$ cat src/design/pswd_pkg.sv
// pswd_pkg: constants, types and the setting table for the pin-select
// watchdog.
// assumes a single 40 MHz clock; all times are held in microseconds
package pswd_pkg;

   localparam int unsigned CLK_MHZ = 40;

   // family variants
   localparam logic [1:0] VAR_EQUAL = 2'h0;
   localparam logic [1:0] VAR_LONGDLY = 2'h1;
   localparam logic [1:0] VAR_SHORT = 2'h2;

   // times in microseconds, minimum figures of each window
   localparam logic [31:0] T_30US = 32'h0000001e;
   localparam logic [31:0] T_200US = 32'h000000c8;
   localparam logic [31:0] T_SETTLE_US = 32'h0000012c;
   localparam logic [31:0] T_1MS = 32'h000003e8;
   localparam logic [31:0] T_3MS = 32'h00000bb8;
   localparam logic [31:0] T_10MS = 32'h00002710;
   localparam logic [31:0] T_30MS = 32'h00007530;
   localparam logic [31:0] T_100MS = 32'h000186a0;
   localparam logic [31:0] T_300MS = 32'h000493e0;
   localparam logic [31:0] T_1S = 32'h000f4240;
   localparam logic [31:0] T_3S = 32'h002dc6c0;
   localparam logic [31:0] T_10S = 32'h00989680;
   localparam logic [31:0] T_60S = 32'h03938700;

   // alarm pulse widths
   localparam logic [31:0] T_PULSE_OD_US = T_100MS;
   localparam logic [31:0] T_PULSE_PP_US = T_1MS;

   localparam logic [2:0] SEL_OFF = 3'h3;

   typedef enum logic [1:0] {
      PSWD_TIMED = 2'h0,
      PSWD_FIRST_EDGE = 2'h1,
      PSWD_DISABLED = 2'h2
   } pswd_mode_e;

   typedef struct packed {
      pswd_mode_e mode;
      logic [31:0] dly_us;
      logic [31:0] wd_us;
   } pswd_cfg_s;

   typedef enum logic [2:0] {
      PSWD_ST_SETTLE = 3'h0,
      PSWD_ST_DELAY = 3'h1,
      PSWD_ST_FIRST = 3'h2,
      PSWD_ST_WATCH = 3'h3,
      PSWD_ST_ALARM = 3'h4,
      PSWD_ST_OFF = 3'h5
   } pswd_state_e;

   // microseconds to clock cycles, at least one cycle
   function automatic logic [31:0] us_to_cyc(input logic [31:0] us,
                                             input logic [31:0] cpu);
      logic [63:0] p;
      p = 64'(us) * 64'(cpu);
      if (p == 64'h0) begin
         p = 64'h1;
      end
      return p[31:0];
   endfunction

   // per-variant decode of the select pins
   function automatic pswd_cfg_s decode(input logic [1:0] variant,
                                        input logic [2:0] sel);
      pswd_cfg_s c;
      c.mode = PSWD_TIMED;
      c.dly_us = T_1MS;
      c.wd_us = T_1MS;
      if (sel == SEL_OFF) begin
         c.mode = PSWD_DISABLED;
      end else if (variant == VAR_EQUAL) begin
         case (sel)
            3'h0: c.wd_us = T_1MS;
            3'h1: c.wd_us = T_10MS;
            3'h2: c.wd_us = T_30MS;
            3'h4: c.wd_us = T_100MS;
            3'h5: c.wd_us = T_1S;
            3'h6: c.wd_us = T_10S;
            default: c.wd_us = T_60S;
         endcase
         c.dly_us = c.wd_us;
      end else if (variant == VAR_LONGDLY) begin
         c.dly_us = T_60S;
         case (sel)
            3'h0: c.wd_us = T_1MS;
            3'h1: c.wd_us = T_3MS;
            3'h2: c.wd_us = T_10MS;
            3'h4: c.wd_us = T_100MS;
            3'h5: c.wd_us = T_300MS;
            3'h6: c.wd_us = T_3S;
            default: c.wd_us = T_60S;
         endcase
      end else begin
         case (sel)
            3'h0: begin
               c.dly_us = T_3MS;
               c.wd_us = T_3MS;
            end
            3'h1: begin
               c.dly_us = T_3S;
               c.wd_us = T_3S;
            end
            3'h2: begin // [RULE6]
               c.dly_us = T_60S;
               c.wd_us = T_1S;
            end
            3'h4: begin // [RULE5]
               c.dly_us = T_200US;
               c.wd_us = T_30US;
            end
            3'h5: begin
               c.mode = PSWD_FIRST_EDGE;
               c.wd_us = T_1S;
            end
            3'h6: begin
               c.mode = PSWD_FIRST_EDGE;
               c.wd_us = T_10S;
            end
            default: begin
               c.dly_us = T_60S;
               c.wd_us = T_10S;
            end
         endcase
      end
      return c;
   endfunction

endpackage

$ cat src/design/pswd_sync.sv
// pswd_sync: two-flop synchroniser for pin inputs.
// assumes the input is static or slow against mclk
`timescale 1ns/1ps
module pswd_sync #(
   parameter int unsigned W = 1
) (
   input wire logic mclk,
   input wire logic rst_n,
   input wire logic [W-1:0] d,
   output logic [W-1:0] q
);
   logic [W-1:0] meta_q;

   always_ff @(posedge mclk or negedge rst_n) begin
      if (!rst_n) begin
         meta_q <= '0;
         q <= '0;
      end else begin
         meta_q <= d;
         q <= meta_q;
      end
   end
endmodule

$ cat src/design/pswd_top.sv
// pswd_top: pin-select watchdog supervisor.
// assumes mclk free-running at 40 MHz; kick and select pins asynchronous.
// How it works
// [RULE1] after reset or select change, kick ignored for 300 us settle
// [RULE2] first-edge codes: no timeout counting until first kick transition
// [RULE3] alarm pulse 100 ms open-drain or 1 ms push-pull, by parameter
// [RULE4] long-delay variant: every enabled code waits 60 s first
// [RULE5] short variant code 100: 200 us delay, then 30 us timeout
// [RULE6] short variant code 010: 60 s delay, then 1 s timeout
// [RULE7] code 011 disables everything; alarm stays high
// [RULE8] any kick edge or alarm clears the timeout counter
// [RULE9] kick steady a whole period drives alarm low for pulse width
// [RULE10] startup delay runs before counting; host then kicks each period
// [RULE11] three select pins decode eight settings per variant
// [RULE12] all intervals counted in mclk cycles at their minimum figures
`timescale 1ns/1ps
module pswd_top #(
   parameter logic [1:0] VARIANT = pswd_pkg::VAR_EQUAL,
   parameter bit OPEN_DRAIN = 1'b1,
   parameter logic [31:0] CYC_PER_US = 32'(pswd_pkg::CLK_MHZ)
) (
   input wire logic mclk,
   input wire logic rst_n,
   input wire logic kick_in,
   input wire logic period_sel_bit0,
   input wire logic period_sel_bit1,
   input wire logic period_sel_bit2,
   output logic alarm_pulse_n,
   output logic alarm_oe
);
   logic kick_s;
   logic [2:0] sel_s;
   logic [2:0] sel_q;
   logic kick_prev_q;
   logic kick_edge;
   logic sel_chg;
   logic alarm_q;
   logic [31:0] cnt_q;
   logic [31:0] tgt;
   logic done;
   pswd_pkg::pswd_cfg_s cfg;
   pswd_pkg::pswd_state_e st_q;
   pswd_pkg::pswd_state_e st_d;

   pswd_sync #(.W(4)) u_sync (
      .mclk(mclk),
      .rst_n(rst_n),
      .d({period_sel_bit2, period_sel_bit1, period_sel_bit0, kick_in}),
      .q({sel_s, kick_s})
   );

   always_ff @(posedge mclk or negedge rst_n) begin
      if (!rst_n) begin
         kick_prev_q <= 1'b0;
         sel_q <= 3'h0;
      end else begin
         kick_prev_q <= kick_s;
         sel_q <= sel_s;
      end
   end

   assign kick_edge = kick_s ^ kick_prev_q;
   assign sel_chg = sel_s != sel_q;
   assign cfg = pswd_pkg::decode(VARIANT, sel_q); // [RULE11] [RULE4]

   // interval for the current state
   always_comb begin
      case (st_q)
         pswd_pkg::PSWD_ST_SETTLE:
            tgt = pswd_pkg::us_to_cyc(pswd_pkg::T_SETTLE_US, CYC_PER_US);
         pswd_pkg::PSWD_ST_DELAY:
            tgt = pswd_pkg::us_to_cyc(cfg.dly_us, CYC_PER_US); // [RULE12]
         pswd_pkg::PSWD_ST_ALARM:
            tgt = pswd_pkg::us_to_cyc(OPEN_DRAIN ? pswd_pkg::T_PULSE_OD_US :
                                      pswd_pkg::T_PULSE_PP_US,
                                      CYC_PER_US); // [RULE3]
         default:
            tgt = pswd_pkg::us_to_cyc(cfg.wd_us, CYC_PER_US); // [RULE12]
      endcase
   end

   assign done = cnt_q >= tgt - 32'h1;

   always_comb begin
      st_d = st_q;
      if (sel_chg) begin
         st_d = pswd_pkg::PSWD_ST_SETTLE; // [RULE1]
      end else begin
         case (st_q)
            pswd_pkg::PSWD_ST_SETTLE: begin
               if (done) begin
                  case (cfg.mode)
                     pswd_pkg::PSWD_DISABLED:
                        st_d = pswd_pkg::PSWD_ST_OFF; // [RULE7]
                     pswd_pkg::PSWD_FIRST_EDGE:
                        st_d = pswd_pkg::PSWD_ST_FIRST; // [RULE2]
                     default:
                        st_d = pswd_pkg::PSWD_ST_DELAY; // [RULE10]
                  endcase
               end
            end
            pswd_pkg::PSWD_ST_DELAY: begin
               if (done) begin
                  st_d = pswd_pkg::PSWD_ST_WATCH; // [RULE10]
               end
            end
            pswd_pkg::PSWD_ST_FIRST: begin
               if (kick_edge) begin
                  st_d = pswd_pkg::PSWD_ST_WATCH; // [RULE2]
               end
            end
            pswd_pkg::PSWD_ST_WATCH: begin
               if (!kick_edge && done) begin
                  st_d = pswd_pkg::PSWD_ST_ALARM; // [RULE9]
               end
            end
            pswd_pkg::PSWD_ST_ALARM: begin
               if (done) begin
                  st_d = pswd_pkg::PSWD_ST_WATCH; // [RULE9]
               end
            end
            pswd_pkg::PSWD_ST_OFF: st_d = pswd_pkg::PSWD_ST_OFF;
            default: st_d = pswd_pkg::PSWD_ST_SETTLE;
         endcase
      end
   end

   always_ff @(posedge mclk or negedge rst_n) begin
      if (!rst_n) begin
         st_q <= pswd_pkg::PSWD_ST_SETTLE;
      end else begin
         st_q <= st_d;
      end
   end

   // interval counter, restarted on every state change
   always_ff @(posedge mclk or negedge rst_n) begin
      if (!rst_n) begin
         cnt_q <= 32'h0;
      end else if (st_d != st_q || sel_chg) begin
         cnt_q <= 32'h0; // [RULE8] [RULE1]
      end else if (st_q == pswd_pkg::PSWD_ST_WATCH && kick_edge) begin
         cnt_q <= 32'h0; // [RULE8]
      end else if (st_q == pswd_pkg::PSWD_ST_FIRST ||
                   st_q == pswd_pkg::PSWD_ST_OFF) begin
         cnt_q <= 32'h0; // [RULE2]
      end else begin
         cnt_q <= cnt_q + 32'h1;
      end
   end

   // alarm pin: open-drain pulls low, push-pull drives whenever out of reset
   always_ff @(posedge mclk or negedge rst_n) begin
      if (!rst_n) begin
         alarm_q <= 1'b0;
         alarm_pulse_n <= 1'b1;
         alarm_oe <= 1'b0;
      end else begin
         alarm_q <= st_d == pswd_pkg::PSWD_ST_ALARM;
         alarm_pulse_n <= OPEN_DRAIN ? 1'b0 :
                          !(st_d == pswd_pkg::PSWD_ST_ALARM); // [RULE3]
         alarm_oe <= OPEN_DRAIN ? (st_d == pswd_pkg::PSWD_ST_ALARM) : 1'b1;
      end
   end

   a_settle_ignore: assert property (@(posedge mclk) // [RULE1]
      disable iff (!rst_n)
      st_q == pswd_pkg::PSWD_ST_SETTLE && st_d == st_q && !sel_chg
      |=> cnt_q == $past(cnt_q) + 32'h1)
      else $error("settle count disturbed by kick");

   a_settle_restart: assert property (@(posedge mclk) // [RULE1]
      disable iff (!rst_n)
      sel_chg |=> st_q == pswd_pkg::PSWD_ST_SETTLE && cnt_q == 32'h0)
      else $error("select change did not restart settle");

   a_first_hold: assert property (@(posedge mclk) // [RULE2]
      disable iff (!rst_n)
      st_q == pswd_pkg::PSWD_ST_FIRST && !kick_edge && !sel_chg
      |=> st_q == pswd_pkg::PSWD_ST_FIRST && cnt_q == 32'h0)
      else $error("first-edge wait left without an edge");

   a_first_go: assert property (@(posedge mclk) // [RULE2]
      disable iff (!rst_n)
      st_q == pswd_pkg::PSWD_ST_FIRST && kick_edge && !sel_chg
      |=> st_q == pswd_pkg::PSWD_ST_WATCH && cnt_q == 32'h0)
      else $error("first edge did not start supervision");

   a_pulse_end: assert property (@(posedge mclk) // [RULE3]
      disable iff (!rst_n)
      st_q == pswd_pkg::PSWD_ST_ALARM && done && !sel_chg
      |=> !alarm_q && (OPEN_DRAIN ? !alarm_oe : alarm_pulse_n))
      else $error("alarm pulse did not end on time");

   a_pulse_held: assert property (@(posedge mclk) // [RULE3]
      disable iff (!rst_n)
      st_q == pswd_pkg::PSWD_ST_ALARM && !done && !sel_chg
      |=> alarm_q && !alarm_pulse_n && alarm_oe)
      else $error("alarm released early");

   a_kick_clear: assert property (@(posedge mclk) // [RULE8]
      disable iff (!rst_n)
      st_q == pswd_pkg::PSWD_ST_WATCH && kick_edge && !sel_chg
      |=> cnt_q == 32'h0 && st_q == pswd_pkg::PSWD_ST_WATCH)
      else $error("kick edge did not clear timer");

   a_timeout_fire: assert property (@(posedge mclk) // [RULE9]
      disable iff (!rst_n)
      st_q == pswd_pkg::PSWD_ST_WATCH && !kick_edge && done && !sel_chg
      |=> alarm_q && alarm_oe ##1 !alarm_pulse_n)
      else $error("timeout did not raise the alarm");

   a_off_quiet: assert property (@(posedge mclk) // [RULE7]
      disable iff (!rst_n)
      st_q == pswd_pkg::PSWD_ST_OFF |-> !alarm_q && sel_q == pswd_pkg::SEL_OFF)
      else $error("disabled watchdog not quiet");

   a_delay_quiet: assert property (@(posedge mclk) // [RULE10]
      disable iff (!rst_n)
      st_q == pswd_pkg::PSWD_ST_DELAY |-> !alarm_q)
      else $error("alarm during startup delay");
endmodule
$ cat config.mk
export PLATFORM = sky130hd
export DESIGN_NAME = pswd_top
export DESIGN_NICKNAME = d
export VERILOG_FILES = /design/src/design/pswd_pkg.sv /design/src/design/pswd_sync.sv /design/src/design/pswd_top.sv
export SDC_FILE = /design/constraint.sdc
export NUM_CORES = 1
export LEC_CHECK = 0
export ABC_CLOCK_PERIOD_IN_PS = 14600
export BUFFER_PORTS_ARGS = -buffer_cell sky130_fd_sc_hd__buf_4
export CAP_MARGIN = 20
export CORE_ASPECT_RATIO = 1.25
export CORE_UTILIZATION = 30
export CTS_BUF_LIST = sky130_fd_sc_hd__clkbuf_4
export DETAILED_ROUTE_END_ITERATION = 10
export SETUP_SLACK_MARGIN = 0.4
export SYNTH_ARGS = -nofsm -noshare
export SYNTH_HDL_FRONTEND = slang
export SYNTH_SLANG_ARGS = --single-unit
$ cat constraint.sdc
create_clock -name mclk -period 14.6 [get_ports mclk]
set_input_delay 0.73 -clock mclk [delete_from_list [all_inputs] [get_ports mclk]]
set_output_delay 0.73 -clock mclk [all_outputs]
set_load 0.02 [all_outputs]
After elaboration in Yosys (flattened, before gate mapping)
Cells that the tools add are included.

$add $sub $neg: 2. Multiply operators: 2. Magnitude comparators: 1. Equal/unequal tests: 16. Mux-type cells: 16. Bitwise logic cells: 1. Reductions and logical operators: 10.

Operators by type and width (number): two-way mux 32 bit (5); one-hot mux 26 bit (6 select lines) (1); one-hot mux 32 bit (3 select lines) (1); zero test 38 bit (2); two-way mux 58 bit (1); multiplier 32 x 3 -> 35 bit, second input constant (1); adder 32 x 1 -> 32 bit, second input constant (1); greater-or-equal comparator 32 bit (1); subtractor 32 x 1 -> 32 bit, second input constant (1); multiplier 26 x 3 -> 29 bit, second input constant (1); equality test 3 bit, second input constant (6); two-way mux 3 bit (5); one-hot mux 3 bit (5 select lines) (1); equality test 3 x 2 -> 1 bit, second input constant (4); equality test 3 x 1 -> 1 bit, second input constant (2); zero test 3 bit (2); inequality test 3 bit (2); one-hot mux 3 bit (2 select lines) (1); equality test 2 x 1 -> 1 bit, second input constant (1); equality test 2 bit, second input constant (1); logical AND 1 bit (2); logical OR 1 bit (2); two-way mux 2 bit (1); OR reduction 2 bit (1); other kinds (2) (2).

Register bits after elaboration: 49. Bits of input ports: 6. Output and inout port bits: 2. Logic and storage cells: 56.

Longest topological paths before layout
Gate-level depths: netlist of run 1.

Depth in word-level cells: 16. Gate-level depth with buffers: 29. Depth with buffers taken out: 26.

Hierarchy
From an unflattened synthesis of run 1, not the netlist that was laid out.

Cell total of the unflattened synthesis: 566. Area total of the unflattened synthesis: 4809.6 µm².

Modules (own cells, without submodules): pswd_top (instances 1, cells an instance 558, area an instance 4609.4 µm², sequential area each 1027.2 µm²); pswd_sync (instances 1, cells an instance 8, area an instance 200.2 µm², sequential area each 200.2 µm²).

Worst setup path before layout of run 1
Ideal clock, no wire load.

Path kind: register to register. Start: register sel_q[1]. End: register cnt_q[10]. Arrival: 6.367 ns. Required time: 14.527 ns. Slack: 8.161 ns. Cell stages (with the launch flop): 29. Buffers on the path: 3. Period minus slack after synthesis: 6.439 ns. Path through: dfrtp_1 -> clkbuf_1 -> and2_1 -> clkbuf_1 -> or2_2 -> or2_2 -> inv_1 -> ha_1 -> ha_1 -> fa_1 -> a211oi_2 -> nor3_2 -> or3_1 -> a211oi_1 -> nand4b_2 -> nor4_4 -> and2b_2 -> and2_4 -> a21oi_1 -> ha_1 -> a21o_1 -> a21o_1 -> a21oi_1 -> nor2_1 -> a2111oi_0 -> o22ai_1 -> nand3b_1 -> clkbuf_1 -> nor2_1.

Cells in the longest elaborated chain, start to end: 16. Elaborated cells on any way between the ends: 32.

RTL lines: from (decl) (line pswd_top.sv:33) `logic [2:0] sel_q;`; from (signal assigned) (line pswd_top.sv:58) `sel_q <= sel_s;`; equality test 3 bit (tied with other cells) (line pswd_pkg.sv:76) `case (sel)`; one-hot mux 26 bit (6 select lines) (line pswd_pkg.sv:76); two-way mux 58 bit (line pswd_pkg.sv:73) `if (sel == SEL_OFF) begin`; multiplier 32 x 3 -> 35 bit or multiplier 26 x 3 -> 29 bit (tied branches) (line pswd_pkg.sv:59) `p = 64'(us) * 64'(cpu);`; zero test 38 bit (line pswd_pkg.sv:60) `if (p == 64'h0) begin`; two-way mux 32 bit (line pswd_pkg.sv:60); one-hot mux 32 bit (3 select lines) (line pswd_top.sv:68) `case (st_q)`; subtractor 32 x 1 -> 32 bit (line pswd_top.sv:82) `assign done = cnt_q >= tgt - 32'h1;`; greater-or-equal comparator 32 bit (line pswd_top.sv:82); logical AND 1 bit (line pswd_top.sv:113) `if (!kick_edge && done) begin`; two-way mux 3 bit (line pswd_top.sv:113); one-hot mux 3 bit (5 select lines) (line pswd_top.sv:89) `case (st_q)`; two-way mux 3 bit (line pswd_top.sv:86) `if (sel_chg) begin`; inequality test 3 bit (line pswd_top.sv:140) `end else if (st_d != st_q || sel_chg) begin`; logical OR 1 bit (*) (line pswd_top.sv:140); two-way mux 32 bit (*) (line pswd_top.sv:140); to (signal assigned) (line pswd_top.sv:148) `cnt_q <= cnt_q + 32'h1;`; to (decl) (line pswd_top.sv:38) `logic [31:0] cnt_q;`.

Every way passes the cells marked *; elsewhere a longest branch is shown, timed or not.

Worst setup path after layout of run 1
Start: register sel_q[2]. End: register cnt_q[4].

Same word-level chain as after synthesis.

==> out/results.ini, run 1 <==
[place]
gp_congestion = 0.852
dp_hpwl_um = 8510
dpl_worst_slack_ns = 6.98
port_buffers = 7

[routing]
drt-vias-per-instance = 5.19
drt_iter0_drc = 203
vias = 3989
drt.antenna.violating_nets = 0
wl_um = 10800
route.detailed.drc = 0
first_pass_iters = 4
wl_per_cell_um = 14.1

[sta]
period_share_pct = 52.4
max_freq_mhz = 131
skew_ns = 0.0164
max_slew_margin_pct = 30.8
tightest_slew_ns = 1.03
finalWorstSetupSlack_ns = 6.95
hold_violations = 0
post-route-min-period_ns = 7.65
finalSetupViolCount = 0
tns_ns = 0
slew_violations = 0
rsz0062_at_grt = false

[floorplan]
die_x_um = 115
row_count = 51
die_h_um = 144
io-pin-count = 8
dieArea_um2 = 16500
start_util_pct = 30.8
coreArea_um2 = 15600

[yosys]
synth_area_um2 = 4810
yosys.area.top_type = dfrtp_1
syn_avg_cell_area_um2 = 8.50
syn_inst = 566
synth-seq-cells = 49
synth_edf_count = 0
yosys-top-cells-count = nor2_1, ha_1, nand2_1
synth-adder-area-share_pct = 16.0
synth_compound_area_share_pct = 17.6
netlist.area_leader.share_pct = 25.0
synthXorXnorAreaFrac_pct = 9.47
seq_area_frac_synth_pct = 25.5
synth.distinct_cells = 75
synth_top_family_by_area = simple AND/OR/NAND/NOR gates
synth_fp_nets = 633
ys_warn_count = 0
async_flop_share_pct = 100
synth.most_common_cell = nor2_1
yosys_most_used_dff = dfrtp_1
synthTopCellsByArea = dfrtp_1, ha_1, xor2_1
yosys.area_share.simple_pct = 26.8
muxShareOfSynthArea_pct = 0.208

[global_routing]
grt_usage_pct = 14.1
grt_first_pass_wirelength_um = 18700
first_global_vias = 3946
grt_max_degree = 50
antenna_found_initial = 1
gr-total-overflow = 0

[clock_tree]
clockRootBuffer = clkbuf_4
cts_resized = 0
cts_tree = done
cts_made_buffers = 5
clock_sinks = 49
cts.path.max_buffers = 2
clock_latency_ns = 0.38
clk_pin_slew_ns = 0.14
htree_levels = 2
post_cts_buffers = 0
ctsHoldBuffers = 0

[worst_setup_path]
crit_path_top_delay_cell = dfrtp_1
end_kind = register
reg2reg_slack_ns = 6.95
cp_max_fo = 32
critPathArrivalTime_ns = 7.95
critPathRequiredTime_ns = 14.90
crit_path_start = sel_q[2]
critical-path-max-stage-delay_ns = 0.62
r2r-start = sel_q[2]
r2r_end = cnt_q[4]
start_kind = register
critPathKind = reg -> reg
path_common_cell = ha_1
reg2reg_depth = 26

[final_layout]
drive_gt1_share_pct = 7.73
nNetsFinal = 622
syn2layout_area_growth_pct = 6.17
seq_area_um2 = 1230
fillers = 1642
multiInputGateArea_um2 = 3370

[flow_run]
drv_cap = 0

[power]
ir_drop_mv = 0.0603
power.density_nw_per_um2 = 67.9
power.total_mw = 0.347
leakage_nw = 2.28

[outcome]
status = finished clean

[min_path]
hold_path.class = in -> async

[routing by layer]
| layer | up-vias | wire length [um] | track usage [%] |
|---|---|---|---|
| met5 | - | 0 | 0 |
| met2 | 36 | 5470 | 24.9 |
| met3 | 11 | 176 | 1.43 |
| met4 | 0 | 194 | 4.92 |
| met1 | 1932 | 4990 | 17.7 |
| li1 | 2010 | - | - |
[through the flow]
step                      util [%]  hold slack (ns)  std cells  instance area, um2
after global placement        32.0            0.331        760                5000
after floorplan                  -            0.331        566                4810
after global routing          32.7            0.379        769                5110
after detailed placement      32.0            0.336        760                5000
final                         32.7            0.338        769                5110
after CTS                     32.6            0.352        768                5100
[state kept, by name (all words and copies together), names as in the netlist]
signal         flops
st_q               3
alarm_oe           1
cnt_q             32
kick_prev_q        1
u_sync.q           4
alarm_pulse_n      1
u_sync.meta_q      4
sel_q              3
[layout by cell type, fill, tap and decap left out, types with 3 or more instances in the layout]
cell        n
o21ai_0    26
and2_1      9
clkbuf_4    5
nand2b_1    7
a2111oi_0   8
a21o_1     14
and3_1     18
a21oi_1    30
nor2b_1     3
nand3_1    28
nand2_1    50
nor2_1     64
or3_1       4
a31oi_1     4
buf_4       9
xnor2_1    21
or2_2       4
o21a_1      4
dfrtp_1    48
xor2_1     31
inv_1      18
ha_1       60
nand4_1    10
and4_1      4
a211oi_1    8
nand3b_1    5
[report_power, final]
part / switching [mW] / leakage (nW) / internal (mW)
registers: 0.00269 / 0.653 / 0.138
clock network: 0.0432 / 0.0552 / 0.0530
logic: 0.0693 / 1.57 / 0.0406
[worst max-delay path: cells and delay by family (launching register included)]
family / cells / cell delay (ns)
AO/OA/AOI/OAI: 8 / 2.21
adder cells (fa/ha/maj): 4 / 1.29
flip-flops: 1 / 0.62
AND/OR/NAND/NOR: 11 / 2.93
buffers and inverters: 2 / 0.33
XOR/XNOR: 1 / 0.15
[worst max path at each step]
stage	end	depth (start not counted)
6_report	cnt_q[4]	26
5_1_grt	cnt_q[13]	26
4_1_cts	cnt_q[4]	26
3_5_place_dp	cnt_q[26]	26
3_3_place_gp	cnt_q[11]	26
2_1_floorplan	cnt_q[10]	28
[layout make-up]
class	instances	area share (%)
diodes	1	0.0490
multi-input cells	472	66.1
well taps	212	5.19
flip-flops and latches	49	24.0
inverters	18	1.32
repair buffers	9	1.32
clock buffers	5	0.735
clock inverters	3	1.27
[cells by family after synthesis]
| logic type | Yosys count |
|---|---|
| adders and majority gates | 61 |
| buffers and inverters | 45 |
| AOI/OAI and AO/OA | 122 |
| xor gates and xnor gates | 52 |
| DFF | 49 |
| and+or+nand+nor | 235 |
| muxes | 1 |
| other | 1 |
Note: power is estimated with default switching activity, not from simulation.
==> run 2, diff against run 1 <==
--- a/config.mk
+++ b/config.mk
@@ -5,7 +5,7 @@
 export SDC_FILE = /design/constraint.sdc
 export NUM_CORES = 1
 export LEC_CHECK = 0
-export ABC_CLOCK_PERIOD_IN_PS = 14600
+export ABC_CLOCK_PERIOD_IN_PS = 6910
 export BUFFER_PORTS_ARGS = -buffer_cell sky130_fd_sc_hd__buf_4
 export CAP_MARGIN = 20
 export CORE_ASPECT_RATIO = 1.25
==> constraint.sdc (replaced) <==
create_clock -name mclk -period 6.91 [get_ports mclk]
set_input_delay 0.3455 -clock mclk [delete_from_list [all_inputs] [get_ports mclk]]
set_output_delay 0.3455 -clock mclk [all_outputs]
set_load 0.02 [all_outputs]
==> run 2 against run 1 <==
  * Clock-buffer cell count rose by 2
  * Register-to-register slack got worse by 6.3 ns
  * Sequential share of layout area fell by 1.9 points
  * Core utilization rose by 2.8 points
  * Die area did not move
  * Cell area rose by 8.6%
  * Fmax rose by 22%
  * Combinational power rose to 2.7 times the previous value
  * Critical path type unchanged
  * Worst hold slack got worse by 0.27 ns
  * Largest power group unchanged
  * Flip-flop and latch count did not move
  * Setup slack got worse by 6.3 ns
==> out/results.ini, run 2 (same netlist as run 1, synthesis figures left out) <==
[outcome]
status = finished clean  ; unchanged

[sta]
finalSetupViolCount = 0  ; unchanged
skew_ns = 0.0117  ; was 0.0164 ns
slew_violations = 0  ; unchanged
max_freq_mhz = 160  ; was 131 MHz
max_slew_margin_pct = 28.5  ; was 30.8%
rsz0062_at_grt = false  ; unchanged
tightest_slew_ns = 1.07  ; was 1.03 ns
hold_ws_ns = 0.0731  ; was 0.338 ns
hold_violations = 0  ; unchanged
tns_ns = 0  ; unchanged
period_share_pct = 90.4  ; was 52.4%
post-route-min-period_ns = 6.25  ; was 7.65 ns

[floorplan]
row_count = 51  ; unchanged
coreArea_um2 = 15600  ; unchanged
die_x_um = 115  ; unchanged
io-pin-count = 8  ; unchanged
die_h_um = 144  ; unchanged
start_util_pct = 30.8  ; unchanged
dieArea_um2 = 16500  ; unchanged

[worst_setup_path]
critPathKind = reg -> reg  ; unchanged
critical-path-max-stage-delay_ns = 0.43  ; was 0.62 ns
end_kind = register  ; unchanged
r2r_end = cnt_q[30]  ; was cnt_q[4]
start_kind = register  ; unchanged
endpoint = cnt_q[30]  ; was cnt_q[4]
crit_path_top_delay_cell = dfrtp_1  ; unchanged
critPathArrivalTime_ns = 6.55  ; was 7.95 ns
cp_max_fo = 16  ; was 32
crit_path_start = sel_q[2]  ; unchanged
reg2reg_slack_ns = 0.66  ; was 6.95 ns
critPathRequiredTime_ns = 7.22  ; was 14.90 ns
reg2reg_depth = 28  ; was 26
r2r-start = sel_q[2]  ; unchanged

[power]
ir_drop_mv = 0.0591  ; was 0.0603 mV
internal_power_mw = 0.460  ; was 0.231 mW
power.density_nw_per_um2 = 131  ; was 67.9 nW/um2
clock_power_share_pct = 19.1  ; was 27.8%
pwr-share-comb_pct = 40.3  ; was 31.7%
seqPwrFrac_pct = 40.6  ; was 40.5%
switching_share_pct = 36.6  ; was 33.2%
power.total_mw = 0.726  ; was 0.347 mW
switchingPower_mw = 0.266  ; was 0.115 mW
leakage_nw = 2.48  ; was 2.28 nW

[routing]
drt_iter0_drc = 209  ; was 203
wl_um = 12000  ; was 10800 um
wl_per_cell_um = 14.9  ; was 14.1 um
vias = 4204  ; was 3989
drt-vias-per-instance = 5.25  ; was 5.19
route.detailed.drc = 0  ; unchanged
first_pass_iters = 4  ; unchanged
drt.antenna.violating_nets = 0  ; unchanged

[global_routing]
antenna_found_initial = 1  ; unchanged
gr-total-overflow = 0  ; unchanged
first_global_vias = 4103  ; was 3946
grt_usage_pct = 15.0  ; was 14.1%
grt_first_pass_wirelength_um = 19700  ; was 18700 um
grt_max_degree = 50  ; unchanged

[min_path]
hold_path.class = in -> reg  ; was in -> async

[final_layout]
top_regs = cnt_q (32), u_sync.meta_q (4), u_sync.q (4)  ; unchanged
fillers = 1585  ; was 1642
largest_register = cnt_q  ; unchanged
final_cell_mix = nor2_1, ha_1, nand2_1  ; unchanged
nNetsFinal = 654  ; was 622
final_common_cell = nor2_1  ; unchanged
syn2layout_area_growth_pct = 15.3  ; was 6.17%
largest_register_ffs = 32  ; unchanged
design_area_um2 = 5550  ; was 5110 um2
drive_gt1_share_pct = 16.2  ; was 7.73%

[place]
post_dp_cell_area_um2 = 5050  ; was 5000 um2
gp_congestion = 0.940  ; was 0.852
dp_hpwl_um = 8850  ; was 8510 um
port_buffers = 7  ; unchanged

[clock_tree]
htree_levels = 2  ; unchanged
clk_pin_slew_ns = 0.14  ; about the same
clockRootBuffer = clkbuf_4  ; unchanged
clock_sinks = 49  ; unchanged
cts_tree = done  ; unchanged
clock_latency_ns = 0.37  ; was 0.38 ns
cts_made_buffers = 5  ; unchanged
cts.path.max_buffers = 2  ; unchanged

[flow_run]
drv_cap = 0  ; unchanged

[run 2: cell types whose count changed in the layout (fill, tap and decap cells not counted), moves of 4 or more]
| cell | change |
|---|---|
| o21ai_0 | -4 |
| nor2_1 | -4 |
| buf_4 | +25 |
| o21ai_1 | +4 |
[run 2: through the flow]
step	cells	utilization (%)	setup WS [ns]
floorplan	566	-	0.471
global placement	767	32.3	0.00615
detailed placement	767	32.3	-0.154
CTS	790	34.4	0.401
global route	801	35.5	0.405
finish	801	35.5	0.663
[run 2: power by group through the flow]
stage	registers (mW)	clock network (mW)	logic, mW
after CTS	0.295	0.146	0.267
after detailed placement	0.300	0	0.235
final	0.295	0.139	0.293
after global placement	0.300	0	0.232
after global routing	0.295	0.156	0.316
after floorplan	0.299	0	0.182
[run 2: how the worst min path moves through the flow]
stage / from / endpoint / slack [ns] / cells after the start
2_1_floorplan: rst_n / alarm_oe / 0.05 / 0
3_3_place_gp: u_sync.meta_q[0] / u_sync.q[0] / 0.33 / 0
3_5_place_dp: u_sync.meta_q[1] / u_sync.q[1] / 0.33 / 0
4_1_cts: kick_in / u_sync.meta_q[0] / 0.04 / 1
5_1_grt: kick_in / u_sync.meta_q[0] / 0.03 / 1
6_report: kick_in / u_sync.meta_q[0] / 0.07 / 1
[run 2: routing by layer]
metal	vias to the layer above	part of all wire (%)	global-route usage, %
met5	-	0	0
met4	0	2.1	6.15
met3	18	1.3	1.43
met2	47	52	27.3
met1	2068	44	17.8
li1	2071	-	-
[run 2: cell type report]
type                    instances  area, um2  area share [%]
diodes                          1       2.50          0.0451
clock buffers                   7       52.6           0.947
clock inverters                 1       7.51           0.135
inverters                      18       67.6            1.22
well taps                     212        265            4.78
multi-input cells             472       3560            64.3
flip-flops and latches         49       1230            22.1
repair buffers                 41        359            6.47
[run 2: timing repair]
action,4_1_cts,5_1_grt
endpoints found under the hold margin,47,0
pin swaps,13,9
gates resized for setup,28,22
setup endpoints to repair,36,36
setup buffers,13,9
cloned,1,0
hold buffers,1,0
[run 2: critical path: cells and delay by family (launching register included)]
family | cells | cell delay [ns]
compound gates | 8 | 1.69
fa+ha+maj | 4 | 1.08
simple gates | 12 | 2.43
flops | 1 | 0.43
buf+inv | 4 | 0.56
==> run 3, diff against run 2 <==
--- a/config.mk
+++ b/config.mk
@@ -12,6 +12,7 @@
 export CORE_UTILIZATION = 30
 export CTS_BUF_LIST = sky130_fd_sc_hd__clkbuf_4
 export DETAILED_ROUTE_END_ITERATION = 10
+export PLACE_DENSITY_LB_ADDON = 0.08
 export SETUP_SLACK_MARGIN = 0.4
 export SYNTH_ARGS = -nofsm -noshare
 export SYNTH_HDL_FRONTEND = slang
==> run 3 against run 2 <==
  * First-iteration DRC count fell by 37%
  * Cell count is 0.50% lower
  * Combinational power decreased by 5%
  * Flip-flop and latch count unchanged
  * Clock-buffer cell count down 2
  * Sequential power about the same
  * Global-route usage increased by 1.5 points
  * Core utilization rose by 0.15 points
  * Largest cell class unchanged
==> out/results.ini, run 3 (same netlist as run 1, synthesis figures left out) <==
[place]
port_buffers = 7  ; unchanged
dp_hpwl_um = 9800  ; was 8850 um
post_dp_cell_area_um2 = 5090  ; was 5050 um2
gp_congestion = 0.854  ; was 0.940

[sta]
rsz0062_at_grt = false  ; unchanged
post-route-min-period_ns = 6.21  ; was 6.25 ns
period_share_pct = 89.9  ; was 90.4%
finalSetupViolCount = 0  ; unchanged
max_slew_margin_pct = 35.7  ; was 28.5%
max_freq_mhz = 161  ; was 160 MHz
hold_violations = 0  ; unchanged
slew_violations = 0  ; unchanged
tightest_slew_ns = 0.957  ; was 1.07 ns
skew_ns = 0.00947  ; was 0.0117 ns

[clock_tree]
cts.path.max_buffers = 2  ; unchanged
clk_pin_slew_ns = 0.14  ; about the same
clock_latency_ns = 0.38  ; was 0.37 ns
cts_tree = done  ; unchanged
clock_sinks = 49  ; unchanged
clockRootBuffer = clkbuf_4  ; unchanged
cts_made_buffers = 5  ; unchanged
htree_levels = 2  ; unchanged

[final_layout]
final_cell_mix = nor2_1, ha_1, nand2_1  ; unchanged
nNetsFinal = 650  ; was 654
multiInputGateArea_um2 = 3570  ; was 3560 um2
top_regs = cnt_q (32), u_sync.meta_q (4), u_sync.q (4)  ; unchanged
drive_gt1_share_pct = 16.3  ; was 16.2%
syn2layout_area_growth_pct = 15.8  ; was 15.3%
design_area_um2 = 5570  ; was 5550 um2
final_common_cell = nor2_1  ; unchanged
fillers = 1644  ; was 1585
seq_area_um2 = 1230  ; about the same
largest_register = cnt_q  ; unchanged
largest_register_ffs = 32  ; unchanged

[routing]
drt_iter0_drc = 131  ; was 209
drt.antenna.violating_nets = 0  ; unchanged
wl_per_cell_um = 16.6  ; was 14.9 um
route.detailed.drc = 0  ; unchanged
vias = 4123  ; was 4204
wl_um = 13200  ; was 12000 um
first_pass_iters = 4  ; unchanged
drt-vias-per-instance = 5.17  ; was 5.25

[global_routing]
grt_first_pass_wirelength_um = 21300  ; was 19700 um
first_global_vias = 4126  ; was 4103
antenna_found_initial = 1  ; unchanged
grt_usage_pct = 16.4  ; was 15.0%
gr-total-overflow = 0  ; unchanged
grt_max_degree = 50  ; unchanged

[floorplan]
start_util_pct = 30.8  ; unchanged
dieArea_um2 = 16500  ; unchanged
die_x_um = 115  ; unchanged
coreArea_um2 = 15600  ; unchanged
io-pin-count = 8  ; unchanged
row_count = 51  ; unchanged
die_h_um = 144  ; unchanged

[min_path]
hold_path.class = in -> reg  ; unchanged

[worst_setup_path]
path_common_cell = buf_4
end_kind = register  ; unchanged
cp_max_fo = 16  ; unchanged
start_kind = register  ; unchanged
critPathRequiredTime_ns = 7.23  ; was 7.22 ns
crit_path_top_delay_cell = fa_2  ; was dfrtp_1
critPathKind = reg -> reg  ; unchanged
critPathArrivalTime_ns = 6.53  ; was 6.55 ns
critical-path-max-stage-delay_ns = 0.43  ; about the same

[power]
leakage_nw = 2.47  ; was 2.48 nW
ir_drop_mv = 0.0702  ; was 0.0591 mV
power.density_nw_per_um2 = 141  ; was 131 nW/um2
power.total_mw = 0.783  ; was 0.726 mW

[outcome]
status = finished clean  ; unchanged

[flow_run]
drv_cap = 0  ; unchanged

-- run 3: stage by stage --
stage,utilization [%],std cells,TNS [ns],setup WS (ns),hold WS [ns]
2_1_floorplan,-,566,0,0.471,0.0499
3_3_place_gp,32.6,772,0,0.0436,0.334
3_5_place_dp,32.6,772,-0.136,-0.0213,0.335
4_1_cts,33.7,783,0,0.414,0.0299
5_1_grt,35.6,797,0,0.425,0.0286
6_report,35.6,797,0,0.698,0.0624
-- run 3: layout make-up --
cell class	count	share of cell area, %
clock inverters	3	1.17
inverters	18	1.21
multi-input cells	472	64.1
flip-flops and latches	49	22.0
repair buffers	37	6.02
well taps	212	4.76
clock buffers	5	0.674
diodes	1	0.0449
-- run 3: worst max-delay path, delay by kind of cell, from the launching register on --
family          cells  cell delay, ns
compound gates      8            1.50
xor+xnor            1            0.17
fa+ha+maj           4            1.11
buf+inv             5            0.73
flops               1            0.41
simple gates       10            2.20
-- run 3: routing by layer --
layer,share of wire (%),track usage [%],up-vias
li1,-,-,2072
met1,47,21.5,1984
met2,49,28.6,51
met3,1.4,1.43,16
met4,2.0,4.92,0
met5,0,0,-
-- run 3: worst paths after layout --
check / start / end / slack [ns] / cells after the start
max in group asynchronous: rst_n / u_sync.meta_q[0] / 5.98 / 2
setup reg to reg: sel_q[2] / cnt_q[23] / 0.70 / 28
hold / removal: period_sel_bit1 / u_sync.meta_q[2] / 0.06 / 1
min in group asynchronous: rst_n / cnt_q[6] / 0.50 / 2
setup / recovery: sel_q[2] / cnt_q[23] / 0.70 / 28
hold reg to reg: u_sync.meta_q[2] / u_sync.q[2] / 0.37 / 0
-- run 3: what timing repair did --
item	in CTS	in global routing
cloned	0	2
pin swaps	2	13
resized for setup	12	35
endpoints found under the hold margin	48	0
endpoints found under the setup margin	36	36
hold buffers	1	0
setup buffers	2	11
-- run 3: report_power, final --
part | total, mW | leakage, nW | switching, mW | internal (mW)
logic | 0.279 | 1.76 | 0.169 | 0.110
clock network | 0.210 | 0.0552 | 0.0983 | 0.112
registers | 0.294 | 0.653 | 0.00259 | 0.291
